File: src/design/io_decode_consts.svh
`ifndef IO_DECODE_CONSTS_SVH
`define IO_DECODE_CONSTS_SVH
// Instruction class and field positions (bit 0 is the MSB of the word)
`define IO_CLASS_PATTERN 3'h3
`define CPU_DEV_CODE     6'h3F
`define DISC_DEV_CODE    6'h28
`define OP_NO_TRANSFER   3'h0
`define OP_INPUT_A       3'h1
`define OP_OUTPUT_A      3'h2
`define OP_INPUT_B       3'h3
`define OP_OUTPUT_B      3'h4
`define OP_INPUT_C       3'h5
`define OP_OUTPUT_C      3'h6
`define OP_SKIP          3'h7
`define CTRL_NONE        2'h0
`define CTRL_START       2'h1
`define CTRL_CLEAR       2'h2
`define CTRL_PULSE       2'h3
// Avalon register byte offsets
`define REG_INSTR        4'h0
`define REG_ACC0         4'h4
`define REG_ACC1         4'h8
`define REG_ACC2         4'hC
`define REG_STATUS_LO    2'h0
// Reset values
`define PTR_RESET        16'h0000
`endif

File: src/design/io_decode_pkg.sv
package io_decode_pkg;
  // Decoded instruction fields
  typedef struct packed {
    logic [1:0] acc;
    logic [2:0] opcode;
    logic [1:0] ctrl;
    logic [5:0] dev;
  } io_fields_t;
  // Transfer request on the I/O bus
  typedef struct packed {
    logic        input_strobe;
    logic        output_strobe;
    logic        pulse_strobe;
    logic [5:0]  dev;
    logic [1:0]  reg_sel;
    logic [15:0] data;
  } io_bus_req_t;
  // Executer state
  typedef enum logic [3:0] {
    st_idle  = 4'b0001,
    st_exec  = 4'b0010,
    st_wait  = 4'b0100,
    st_done  = 4'b1000
  } exec_state_t;
endpackage

File: src/design/io_instruction_decode_cpu_ctl.sv
// The placing of the registers and register access over Avalon-MM are this design's own decisions.
`include "io_decode_consts.svh"
// Notes on behaviour
// - Bits 0-2 equal 011 means I/O class
// - Bits 3-4 pick accumulator; ignored without data
// - Device code bits 10-15 driven onto select
// - Codes 00-76 peripherals; 77 is the CPU
// - Opcode 000 none, 001 input, 010 output
// - Input reads status if even, data if odd
// - Output writes command if even, data if odd
// - Control bits ignored on peripheral transfers
// - Valid codes: serial, expansion, floppy, disc, tape
// - Disc pointer write: zero stops, nonzero starts DMA
// - Start on CPU sets flag, one-instruction delay
// - Clear on CPU clears interrupt-on flag
// - Mask-out above 1: LSB sets or clears all mask bits
// - Mask-out 1 disables DMA, 0 enables
// - I/O reset clears flags, pending, DMA, mask
// - I/O reset pulses peripheral board reset line
// - Output C on CPU enters panel monitor
// - Busy is interrupt-on, done is power fail
// - Power fail interrupts when interrupt-on set
// - Control field picks block pointer on B ops
// - Input B returns the stored pointer unchanged
// - Disc pointer zero stops disc DMA
// - Opcode 111 skips on flag tests
module io_instruction_decode_cpu_ctl
  import io_decode_pkg::*;
(
  // Clock and reset
  input  wire logic        clk,
  input  wire logic        rst,
  // Avalon-MM slave
  input  wire logic [3:0]  avs_address,
  input  wire logic        avs_read,
  input  wire logic        avs_write,
  input  wire logic [31:0] avs_writedata,
  output logic [31:0]      avs_readdata,
  output logic             avs_waitrequest,
  // I/O bus
  output logic [5:0]       dev_select,
  output logic             bus_input_strobe,
  output logic             bus_output_strobe,
  output logic [1:0]       bus_reg_sel,
  output logic [15:0]      bus_data_out,
  input  wire logic [15:0] bus_data_in,
  input  wire logic        bus_ack,
  // Processor side
  input  wire logic        power_fail,
  input  wire logic        instr_done_tick,
  output logic             interrupt_request,
  output logic             peripheral_board_reset_pulse,
  output logic             panel_monitor_enter,
  output logic             skip_next,
  output logic             dma_enable,
  output logic             interrupt_mask_state
);

  // Decoded instruction
  io_fields_t  f;
  exec_state_t state;
  logic [15:0] instr;               // Latched instruction word
  logic [15:0] acc [0:3];           // Accumulators
  logic [15:0] mux_ptr;             // Multiplexer block pointer
  logic [15:0] disc_ptr;            // Disc block pointer
  logic [15:0] tape_ptr;            // Tape or floppy block pointer
  logic        interrupt_on_flag;   // Interrupt-on state
  logic        intr_on_arm;         // Pending enable after one instr
  logic        is_io;               // Instruction is I/O class
  logic        is_cpu;              // Device code is processor
  logic        bus_op;              // Peripheral transfer needed
  logic        wr_take;             // Write accepted this edge

  // Field split, bit 0 is the word MSB
  // class check on top three bits
  assign is_io  = (instr[15:13] == `IO_CLASS_PATTERN);
  // Fields in order: acc, opcode, ctrl, device code
  assign f      = instr[12:0];
  // code 77 routes to internal control
  assign is_cpu = (f.dev == `CPU_DEV_CODE);
  // only input and output touch the bus
  // only non-processor codes go to the bus
  assign bus_op = !is_cpu && ((f.opcode == `OP_INPUT_A) ||
                              (f.opcode == `OP_OUTPUT_A));

  // Register select: even code status/command, odd data
  function automatic logic [1:0] reg_select(input logic [5:0] d);
    reg_select = d[0] ? 2'h1 : 2'h0;
  endfunction

  // Pointer by control code
  function automatic logic [15:0] ptr_pick(input logic [1:0] c,
    input logic [15:0] m, input logic [15:0] d, input logic [15:0] t);
    case (c)
      `CTRL_START: ptr_pick = m;
      `CTRL_CLEAR: ptr_pick = d;
      `CTRL_PULSE: ptr_pick = t;
      default:     ptr_pick = 16'h0000;
    endcase
  endfunction

  // Bus slave handshake: waitrequest is a flop, so every request
  // waits one edge; reads capture there, writes act at the next edge
  always_ff @(posedge clk or posedge rst) begin
    if (rst) begin
      avs_waitrequest <= 1'b1;
    end else begin
      avs_waitrequest <= !((avs_read || avs_write) && avs_waitrequest);
    end
  end

  // Write accepted at the edge where waitrequest is seen low
  assign wr_take = avs_write && !avs_waitrequest;

  // Read data register
  always_ff @(posedge clk or posedge rst) begin
    if (rst) begin
      avs_readdata <= 32'h0000_0000;
    end else begin
      // Capture at the waiting edge so data stand once it drops
      if (avs_read && avs_waitrequest) begin
        case (avs_address)
          `REG_INSTR: avs_readdata <= {12'h000, state, instr};
          `REG_ACC0:  avs_readdata <= {16'h0000, acc[0]};
          `REG_ACC1:  avs_readdata <= {16'h0000, acc[1]};
          `REG_ACC2:  avs_readdata <= {interrupt_on_flag, power_fail,
                                       dma_enable, interrupt_mask_state,
                                       12'h000, acc[2]};
          default:    avs_readdata <= 32'h0000_0000;
        endcase
      end
    end
  end

  // Executer state machine, one instruction per write to REG_INSTR
  always_ff @(posedge clk or posedge rst) begin
    if (rst) begin
      state <= st_idle;
      instr <= 16'h0000;
    end else begin
      case (state)
        st_idle: begin
          if (wr_take && avs_address == `REG_INSTR) begin
            instr <= avs_writedata[15:0];
            state <= st_exec;
          end
        end
        st_exec: state <= (is_io && bus_op) ? st_wait : st_done;
        st_wait: if (bus_ack) state <= st_done;
        st_done: state <= st_idle;
        default: state <= st_idle;
      endcase
    end
  end

  // I/O bus drive
  always_ff @(posedge clk or posedge rst) begin
    if (rst) begin
      dev_select        <= 6'h00;
      bus_input_strobe  <= 1'b0;
      bus_output_strobe <= 1'b0;
      bus_reg_sel       <= 2'h0;
      bus_data_out      <= 16'h0000;
    end else if (state == st_exec && is_io && bus_op) begin
      dev_select        <= f.dev;
      // control field plays no part here
      bus_input_strobe  <= (f.opcode == `OP_INPUT_A);
      bus_output_strobe <= (f.opcode == `OP_OUTPUT_A);
      // even status, odd data on input
      // even command, odd data on output
      bus_reg_sel       <= reg_select(f.dev);
      bus_data_out      <= acc[f.acc];
    end else if (state == st_wait && bus_ack) begin
      bus_input_strobe  <= 1'b0;
      bus_output_strobe <= 1'b0;
    end
  end

  // Accumulators: software loads, input transfers write back
  always_ff @(posedge clk or posedge rst) begin
    if (rst) begin
      acc[0] <= 16'h0000;
      acc[1] <= 16'h0000;
      acc[2] <= 16'h0000;
      acc[3] <= 16'h0000;
    end else if (state == st_idle && wr_take &&
                 avs_address != `REG_INSTR) begin
      acc[avs_address[3:2]] <= avs_writedata[15:0];
    end else if (state == st_wait && bus_ack && bus_input_strobe) begin
      acc[f.acc] <= bus_data_in;
    end else if (state == st_exec && is_io && is_cpu &&
                 f.opcode == `OP_INPUT_B) begin
      // pointer read back unchanged
      acc[f.acc] <= ptr_pick(f.ctrl, mux_ptr, disc_ptr, tape_ptr);
    end
  end

  // Block pointers, loaded by output B
  always_ff @(posedge clk or posedge rst) begin
    if (rst) begin
      mux_ptr  <= `PTR_RESET;
      disc_ptr <= `PTR_RESET;
      tape_ptr <= `PTR_RESET;
    end else if (state == st_exec && is_io && is_cpu &&
                 f.opcode == `OP_OUTPUT_B) begin
      case (f.ctrl)
        `CTRL_START: mux_ptr  <= acc[f.acc];
        // zero value also stops disc DMA in disc_dma_active
        `CTRL_CLEAR: disc_ptr <= acc[f.acc];
        `CTRL_PULSE: tape_ptr <= acc[f.acc];
        default:     ;
      endcase
    end
  end

  // Disc DMA activity follows the disc pointer
  logic disc_dma_active;
  always_ff @(posedge clk or posedge rst) begin
    if (rst) begin
      disc_dma_active <= 1'b0;
    end else if (state == st_exec && is_io && is_cpu &&
                 f.opcode == `OP_OUTPUT_B && f.ctrl == `CTRL_CLEAR) begin
      disc_dma_active <= (acc[f.acc] != 16'h0000);
    end else if (state == st_exec && is_io && is_cpu &&
                 f.opcode == `OP_INPUT_C && f.ctrl == `CTRL_CLEAR) begin
      disc_dma_active <= 1'b0;
    end
  end

  // Interrupt-on flag and arming; start and clear ops take priority
  // over a same-cycle tick, any other op lets the tick through
  always_ff @(posedge clk or posedge rst) begin
    if (rst) begin
      interrupt_on_flag <= 1'b0;
      intr_on_arm       <= 1'b0;
    end else if (state == st_exec && is_io && is_cpu &&
                 f.opcode == `OP_NO_TRANSFER && f.ctrl == `CTRL_START) begin
      intr_on_arm <= 1'b1;
    end else if (state == st_exec && is_io && is_cpu &&
                 f.ctrl == `CTRL_CLEAR &&
                 (f.opcode == `OP_NO_TRANSFER ||
                  f.opcode == `OP_INPUT_C)) begin
      interrupt_on_flag <= 1'b0;
      intr_on_arm       <= 1'b0;
    end else if (intr_on_arm && instr_done_tick) begin
      interrupt_on_flag <= 1'b1;
      intr_on_arm       <= 1'b0;
    end
  end

  // Mask, DMA enable and reset pulse
  always_ff @(posedge clk or posedge rst) begin
    if (rst) begin
      interrupt_mask_state         <= 1'b0;
      dma_enable                   <= 1'b0;
      peripheral_board_reset_pulse <= 1'b0;
    end else begin
      peripheral_board_reset_pulse <= 1'b0;
      if (state == st_exec && is_io && is_cpu) begin
        if (f.opcode == `OP_OUTPUT_B && f.ctrl == `CTRL_NONE) begin
          if (acc[f.acc] > 16'h0001) begin
            // LSB selects mask all or none
            interrupt_mask_state <= acc[f.acc][0];
          end else begin
            // value 0 enables, 1 disables DMA
            dma_enable <= !acc[f.acc][0];
          end
        end else if (f.opcode == `OP_INPUT_C &&
                     f.ctrl == `CTRL_CLEAR) begin
          interrupt_mask_state         <= 1'b0;
          dma_enable                   <= 1'b0;
          peripheral_board_reset_pulse <= 1'b1;
        end
      end
    end
  end

  // Panel monitor entry and skip result
  always_ff @(posedge clk or posedge rst) begin
    if (rst) begin
      panel_monitor_enter <= 1'b0;
      skip_next           <= 1'b0;
    end else begin
      panel_monitor_enter <= 1'b0;
      if (state == st_exec && is_io && is_cpu) begin
        // output C transfers to the monitor
        panel_monitor_enter <= (f.opcode == `OP_OUTPUT_C);
        if (f.opcode == `OP_SKIP) begin
          // busy is interrupt-on, done is power fail
          case (f.ctrl)
            2'h0:    skip_next <= interrupt_on_flag;
            2'h1:    skip_next <= !interrupt_on_flag;
            2'h2:    skip_next <= power_fail;
            default: skip_next <= !power_fail;
          endcase
        end else begin
          skip_next <= 1'b0;
        end
      end
    end
  end

  // Power fail interrupt request
  always_ff @(posedge clk or posedge rst) begin
    if (rst) begin
      interrupt_request <= 1'b0;
    end else begin
      interrupt_request <= power_fail && interrupt_on_flag;
    end
  end

  // request follows power fail with interrupts on
  a_pf_request: assert property (
    @(posedge clk) disable iff (rst)
    (power_fail && interrupt_on_flag) |=> interrupt_request)
    else $error("power fail did not request interrupt");

  // board reset pulse lasts one cycle
  a_reset_pulse_len: assert property (
    @(posedge clk) disable iff (rst)
    peripheral_board_reset_pulse |=> !peripheral_board_reset_pulse)
    else $error("board reset pulse too long");

  // start does not set the flag at once
  a_intr_on_delay: assert property (
    @(posedge clk) disable iff (rst)
    (state == st_exec && is_io && is_cpu && f.opcode == 3'h0 &&
     f.ctrl == 2'h1 && !interrupt_on_flag) |=> !interrupt_on_flag)
    else $error("interrupt-on set without delay");

  // select lines follow device code on transfer
  a_dev_select: assert property (
    @(posedge clk) disable iff (rst)
    (state == st_exec && is_io && bus_op) |=> dev_select == f.dev)
    else $error("device select mismatch");

  a_reg_parity: assert property (
    @(posedge clk) disable iff (rst)
    (bus_input_strobe || bus_output_strobe) |->
      bus_reg_sel == {1'b0, dev_select[0]})
    else $error("register select parity wrong");

  // disc pointer zero leaves DMA off
  a_disc_zero: assert property (
    @(posedge clk) disable iff (rst)
    (state == st_exec && is_io && is_cpu && f.opcode == 3'h4 &&
     f.ctrl == 2'h2 && acc[f.acc] == 16'h0000) |=> !disc_dma_active)
    else $error("zero disc pointer started DMA");

  // io reset clears mask and DMA
  a_ioreset_clear: assert property (
    @(posedge clk) disable iff (rst)
    $rose(peripheral_board_reset_pulse) |->
      !dma_enable && !interrupt_mask_state && !interrupt_on_flag)
    else $error("io reset left state set");

  // peripheral transfers never touch CPU flags
  a_periph_noflag: assert property (
    @(posedge clk) disable iff (rst)
    (state == st_exec && is_io && bus_op) |=>
      $stable(dma_enable) && $stable(interrupt_mask_state))
    else $error("peripheral op changed CPU flags");

  // panel entry is a single pulse
  a_panel_pulse: assert property (
    @(posedge clk) disable iff (rst)
    panel_monitor_enter |=> !panel_monitor_enter)
    else $error("panel entry pulse too long");

endmodule

File: config.mk
export PLATFORM = sky130hd
export DESIGN_NAME = io_instruction_decode_cpu_ctl
export DESIGN_NICKNAME = d
export VERILOG_FILES = /design/src/design/io_decode_pkg.sv /design/src/design/io_instruction_decode_cpu_ctl.sv
export VERILOG_INCLUDE_DIRS = /design/src /design/src/design
export SDC_FILE = /design/constraint.sdc
export NUM_CORES = 1
export LEC_CHECK = 0
export BUFFER_PORTS_ARGS = -buffer_cell sky130_fd_sc_hd__buf_4
export CORE_MARGIN = 1.5
export CORE_UTILIZATION = 45
export CTS_CLUSTER_DIAMETER = 50
export DETAILED_ROUTE_END_ITERATION = 6
export PLACE_DENSITY = 0.78
export SLEW_MARGIN = 10
export SYNTH_ARGS = -nofsm -noshare
export SYNTH_HDL_FRONTEND = slang
export SYNTH_SLANG_ARGS = --single-unit
File: constraint.sdc
create_clock -name clk -period 6.98 [get_ports clk]
set_clock_uncertainty 0.1 [all_clocks]
set_input_delay 1.745 -clock clk [delete_from_list [all_inputs] [get_ports clk]]
set_output_delay 1.745 -clock clk [all_outputs]
set_load 0.01 [all_outputs]
==> out/qor.txt <==
Status: finished, final reports clean
H-Tree Depth: 4
Vias in the first global route: 7154
Cells along the critical path: buf_4 -> nor4_2 -> buf_4 -> o21ai_0 -> o31ai_4 -> o221ai_1
Final Hold Fails: 0
Number of nets in the layout: 966
Int Pwr: 2.001 mW
Synth area leader: dfrtp_1
Synthesized area: 0.009158 mm2
RSZ-0062 raised after global routing: false
Initial core utilization: 46.44%
Leakage power: 5.002 nW
Sequential power share: 48.1%
Worst-path maximum fanout: 19
Most common cell type on the critical path: buf_4
Slowest CP cell: o31ai_4
CP max stage delay: 0.89 ns
Hpwl dp: 16210 um
First-pass GRT wire length: 39290 um
Endpoints failing setup: 0
Peak VDD IR: 0.1776 mV
Drt wl/cell: 21.30 um
Post-synth top area share: 51.10%
Layout cells sized above 1: 28.85%
Final core utilization: 53.85%
Register Area: 0.004732 mm2
Initial detailed-routing violation count: 662
Number of remaining DRC errors: 0
Worst skew pair latency: 0.43 ns
Boundary Pins: 124
Drt first pass iters: 5
Final ANT Viol Nets: 0
Die Y: 145.7 um
Final Slew Violations: 0
Switching share of total power: 29.59%
Root buf cell: clkbuf_16
Hold Path Class: register to register
PortBufs: 98
Synth area leaders: dfrtp_1 (51%), mux2_2 (10%), nand2_1 (6.3%), o221ai_1 (5.9%), mux4_2 (3.9%)
Clock tree buffer depth: 2
Max cap viols: 0
Antenna Cells: 0
Ys Warns: 0
Number of flops mapped to enable cells by yosys: 0
Num CTS Buffers: 17
Gp weighted congestion: 0.8645
Clk slew on worst S/H paths: 0.06 ns
Initial antenna violation count: 1
Asr flop ratio synth: 100.0%
Register area share after synthesis: 51.67%
Routed via count: 7067
Die width: 145.7 um
GRT Residual Overflow: 0
Clock sinks: 189
Prevailing post-synth register cell: dfrtp_1
Pin count of the biggest net entering global routing: 190
WP data required: 7.14 ns
Cells after synthesis: 825
Setup bufs post-CTS: 0
Cts hold-fix bufs: 0
Final period utilization: 54.77%
Setup ws final: 3.157 ns
Average size of a mapped cell: 11.10 um2
Core area: 0.01972 mm2
Worst slack, placed: 2.767 ns
Cts repair resizes: 0
Row count: 51
Fill count: 1680
Setup tns final: 0 ns
Clk pwr share: 32.9%
Slew headroom: 18.43%
All-Layer GR Usage: 23.93%
Yosys reg bits: 189
Slew at the pin with the worst max-slew slack: 1.217 ns
Max Fclk: 0.2616 GHz
Final WL: 25130 um
Worst path arrival time: 3.98 ns
Power per cell area: 267.6 mW/mm2
NetSw: 840.6 uW
DIE AREA: 0.02122 mm2
Layout area overhead: 15.94%
Min Hold Slack: 0.3807 ns
Comb power frac: 19.0%
Setup Crit Path Kind: input pin to register
Yosys cell types: 52
Footprint of the multi-input gates: 0.003896 mm2
Final Critical Period: 3.823 ns
TritonCTS clock tree: built
DR vias/cell: 5.989
Crit path capture type: register
Startpoint types: input pin
## worst max-delay path, delay by kind of cell
kind                   cells  cell delay (ns)
AO/OA/AOI/OAI              3             1.48
buffers and inverters      2             0.45
AND/OR/NAND/NOR            1             0.29
## per-stage QoR
step	std cells	power, mW	area [um2]
6_report	1180	2.841	10620
5_1_grt	1180	2.946	10620
4_1_cts	1180	2.836	10620
3_5_place_dp	1153	1.911	10070
3_3_place_gp	1153	1.890	10070
2_1_floorplan	833	1.714	9191
## metal layers
metal  vias up  share of wire (%)  GRT usage (%)
met4         0                3.5          10.87
li1       3116                  -              -
met1      3532                 40          30.89
met3        60                9.3          6.489
met5         -                  0              0
met2       359                 48          37.71
## logic make-up (layout without fill, tap and decap cells)
kind of cell,count (synthesis),count (layout),synth area share [%]
AO/OA/AOI/OAI,177,177,15.49
multiplexers,106,106,14.95
other,1,9,0.04095
buffers and inverters,123,205,6.244
AND/OR/NAND/NOR,225,225,11.22
flip-flops,189,189,51.67
XOR/XNOR,4,4,0.3825
## layout make-up
type,count,area share [%]
well taps,265,3.123
flip-flops and latches,189,44.57
repair buffers,113,8.107
clock inverters,1,0.2828
clock buffers,26,4.890
multi-input cells,521,36.70
inverters,65,2.333
## state kept, by name, indices dropped and copies added, names as in the netlist
| name | cells |
|---|---|
| acc | 64 |
| avs_readdata | 24 |
| bus_data_out | 16 |
| disc_ptr | 16 |
| instr | 16 |
| mux_ptr | 16 |
| tape_ptr | 16 |
| dev_select | 6 |
| state | 4 |
| avs_waitrequest | 1 |
| bus_input_strobe | 1 |
| bus_output_strobe | 1 |
| dma_enable | 1 |
| interrupt_mask_state | 1 |
| interrupt_on_flag | 1 |
| interrupt_request | 1 |
| intr_on_arm | 1 |
| panel_monitor_enter | 1 |
| peripheral_board_reset_pulse | 1 |
| skip_next | 1 |
## path summary, 6_finish.rpt
path,cells after the start,slack [ns],start,endpoint
min in group asynchronous,3,1.46,rst,dev_select[0]
hold reg to reg,2,0.38,avs_readdata[7],avs_readdata[7]
setup reg to reg,5,3.56,state[2],tape_ptr[3]
max in group asynchronous,3,4.51,rst,avs_readdata[19]
hold / removal,2,0.38,avs_readdata[7],avs_readdata[7]
setup / recovery,6,3.16,avs_address[1],acc[27]
## power by group through the flow
stage	registers, mW	clock network (mW)	logic (mW)
after floorplan	1.32	0	0.390
after global placement	1.37	0	0.516
after detailed placement	1.38	0	0.529
after CTS	1.36	0.939	0.534
after global routing	1.38	0.977	0.585
final	1.37	0.934	0.540
## cell usage after synthesis (all sizes together), types with 3 or more instances
cell type and instances:
nor2b 4, inv 64, and2 4, nand2b 4, nand3b 3, nor2 16, clkbuf 30, o21ai 40
buf 28, o211ai 4, nor4 7, dfrtp 187, a21oi 5, mux2 86, nor4b 3, nand4 4
mux4 16, xnor2 4, mux2i 4, nand3 4, a31o 3, a221oi 16, a22o 25, o221ai 62
a22oi 15, nand2 155, nor3 9
## layout by cell type (no fill, tap or decap), types with 4 or more instances in the layout
cell,Yosys,final
nand3_1,4,4
nor3_1,9,7
o21ai_0,39,39
mux2_2,85,85
nor4_1,5,5
clkbuf_8,0,6
xnor2_1,4,4
dfrtp_1,187,187
a221oi_1,16,16
nand2_1,153,153
a21oi_1,5,5
o221ai_1,62,62
clkbuf_16,0,17
nand2b_1,4,4
o211ai_2,4,4
mux4_2,16,16
nor2_1,16,16
a22oi_1,15,15
nand4_1,4,4
mux2i_1,4,4
and2_1,4,4
conb_1,1,9
buf_4,10,112
a22o_1,25,25
inv_1,64,63
Note: power is estimated with default switching activity, not from simulation.
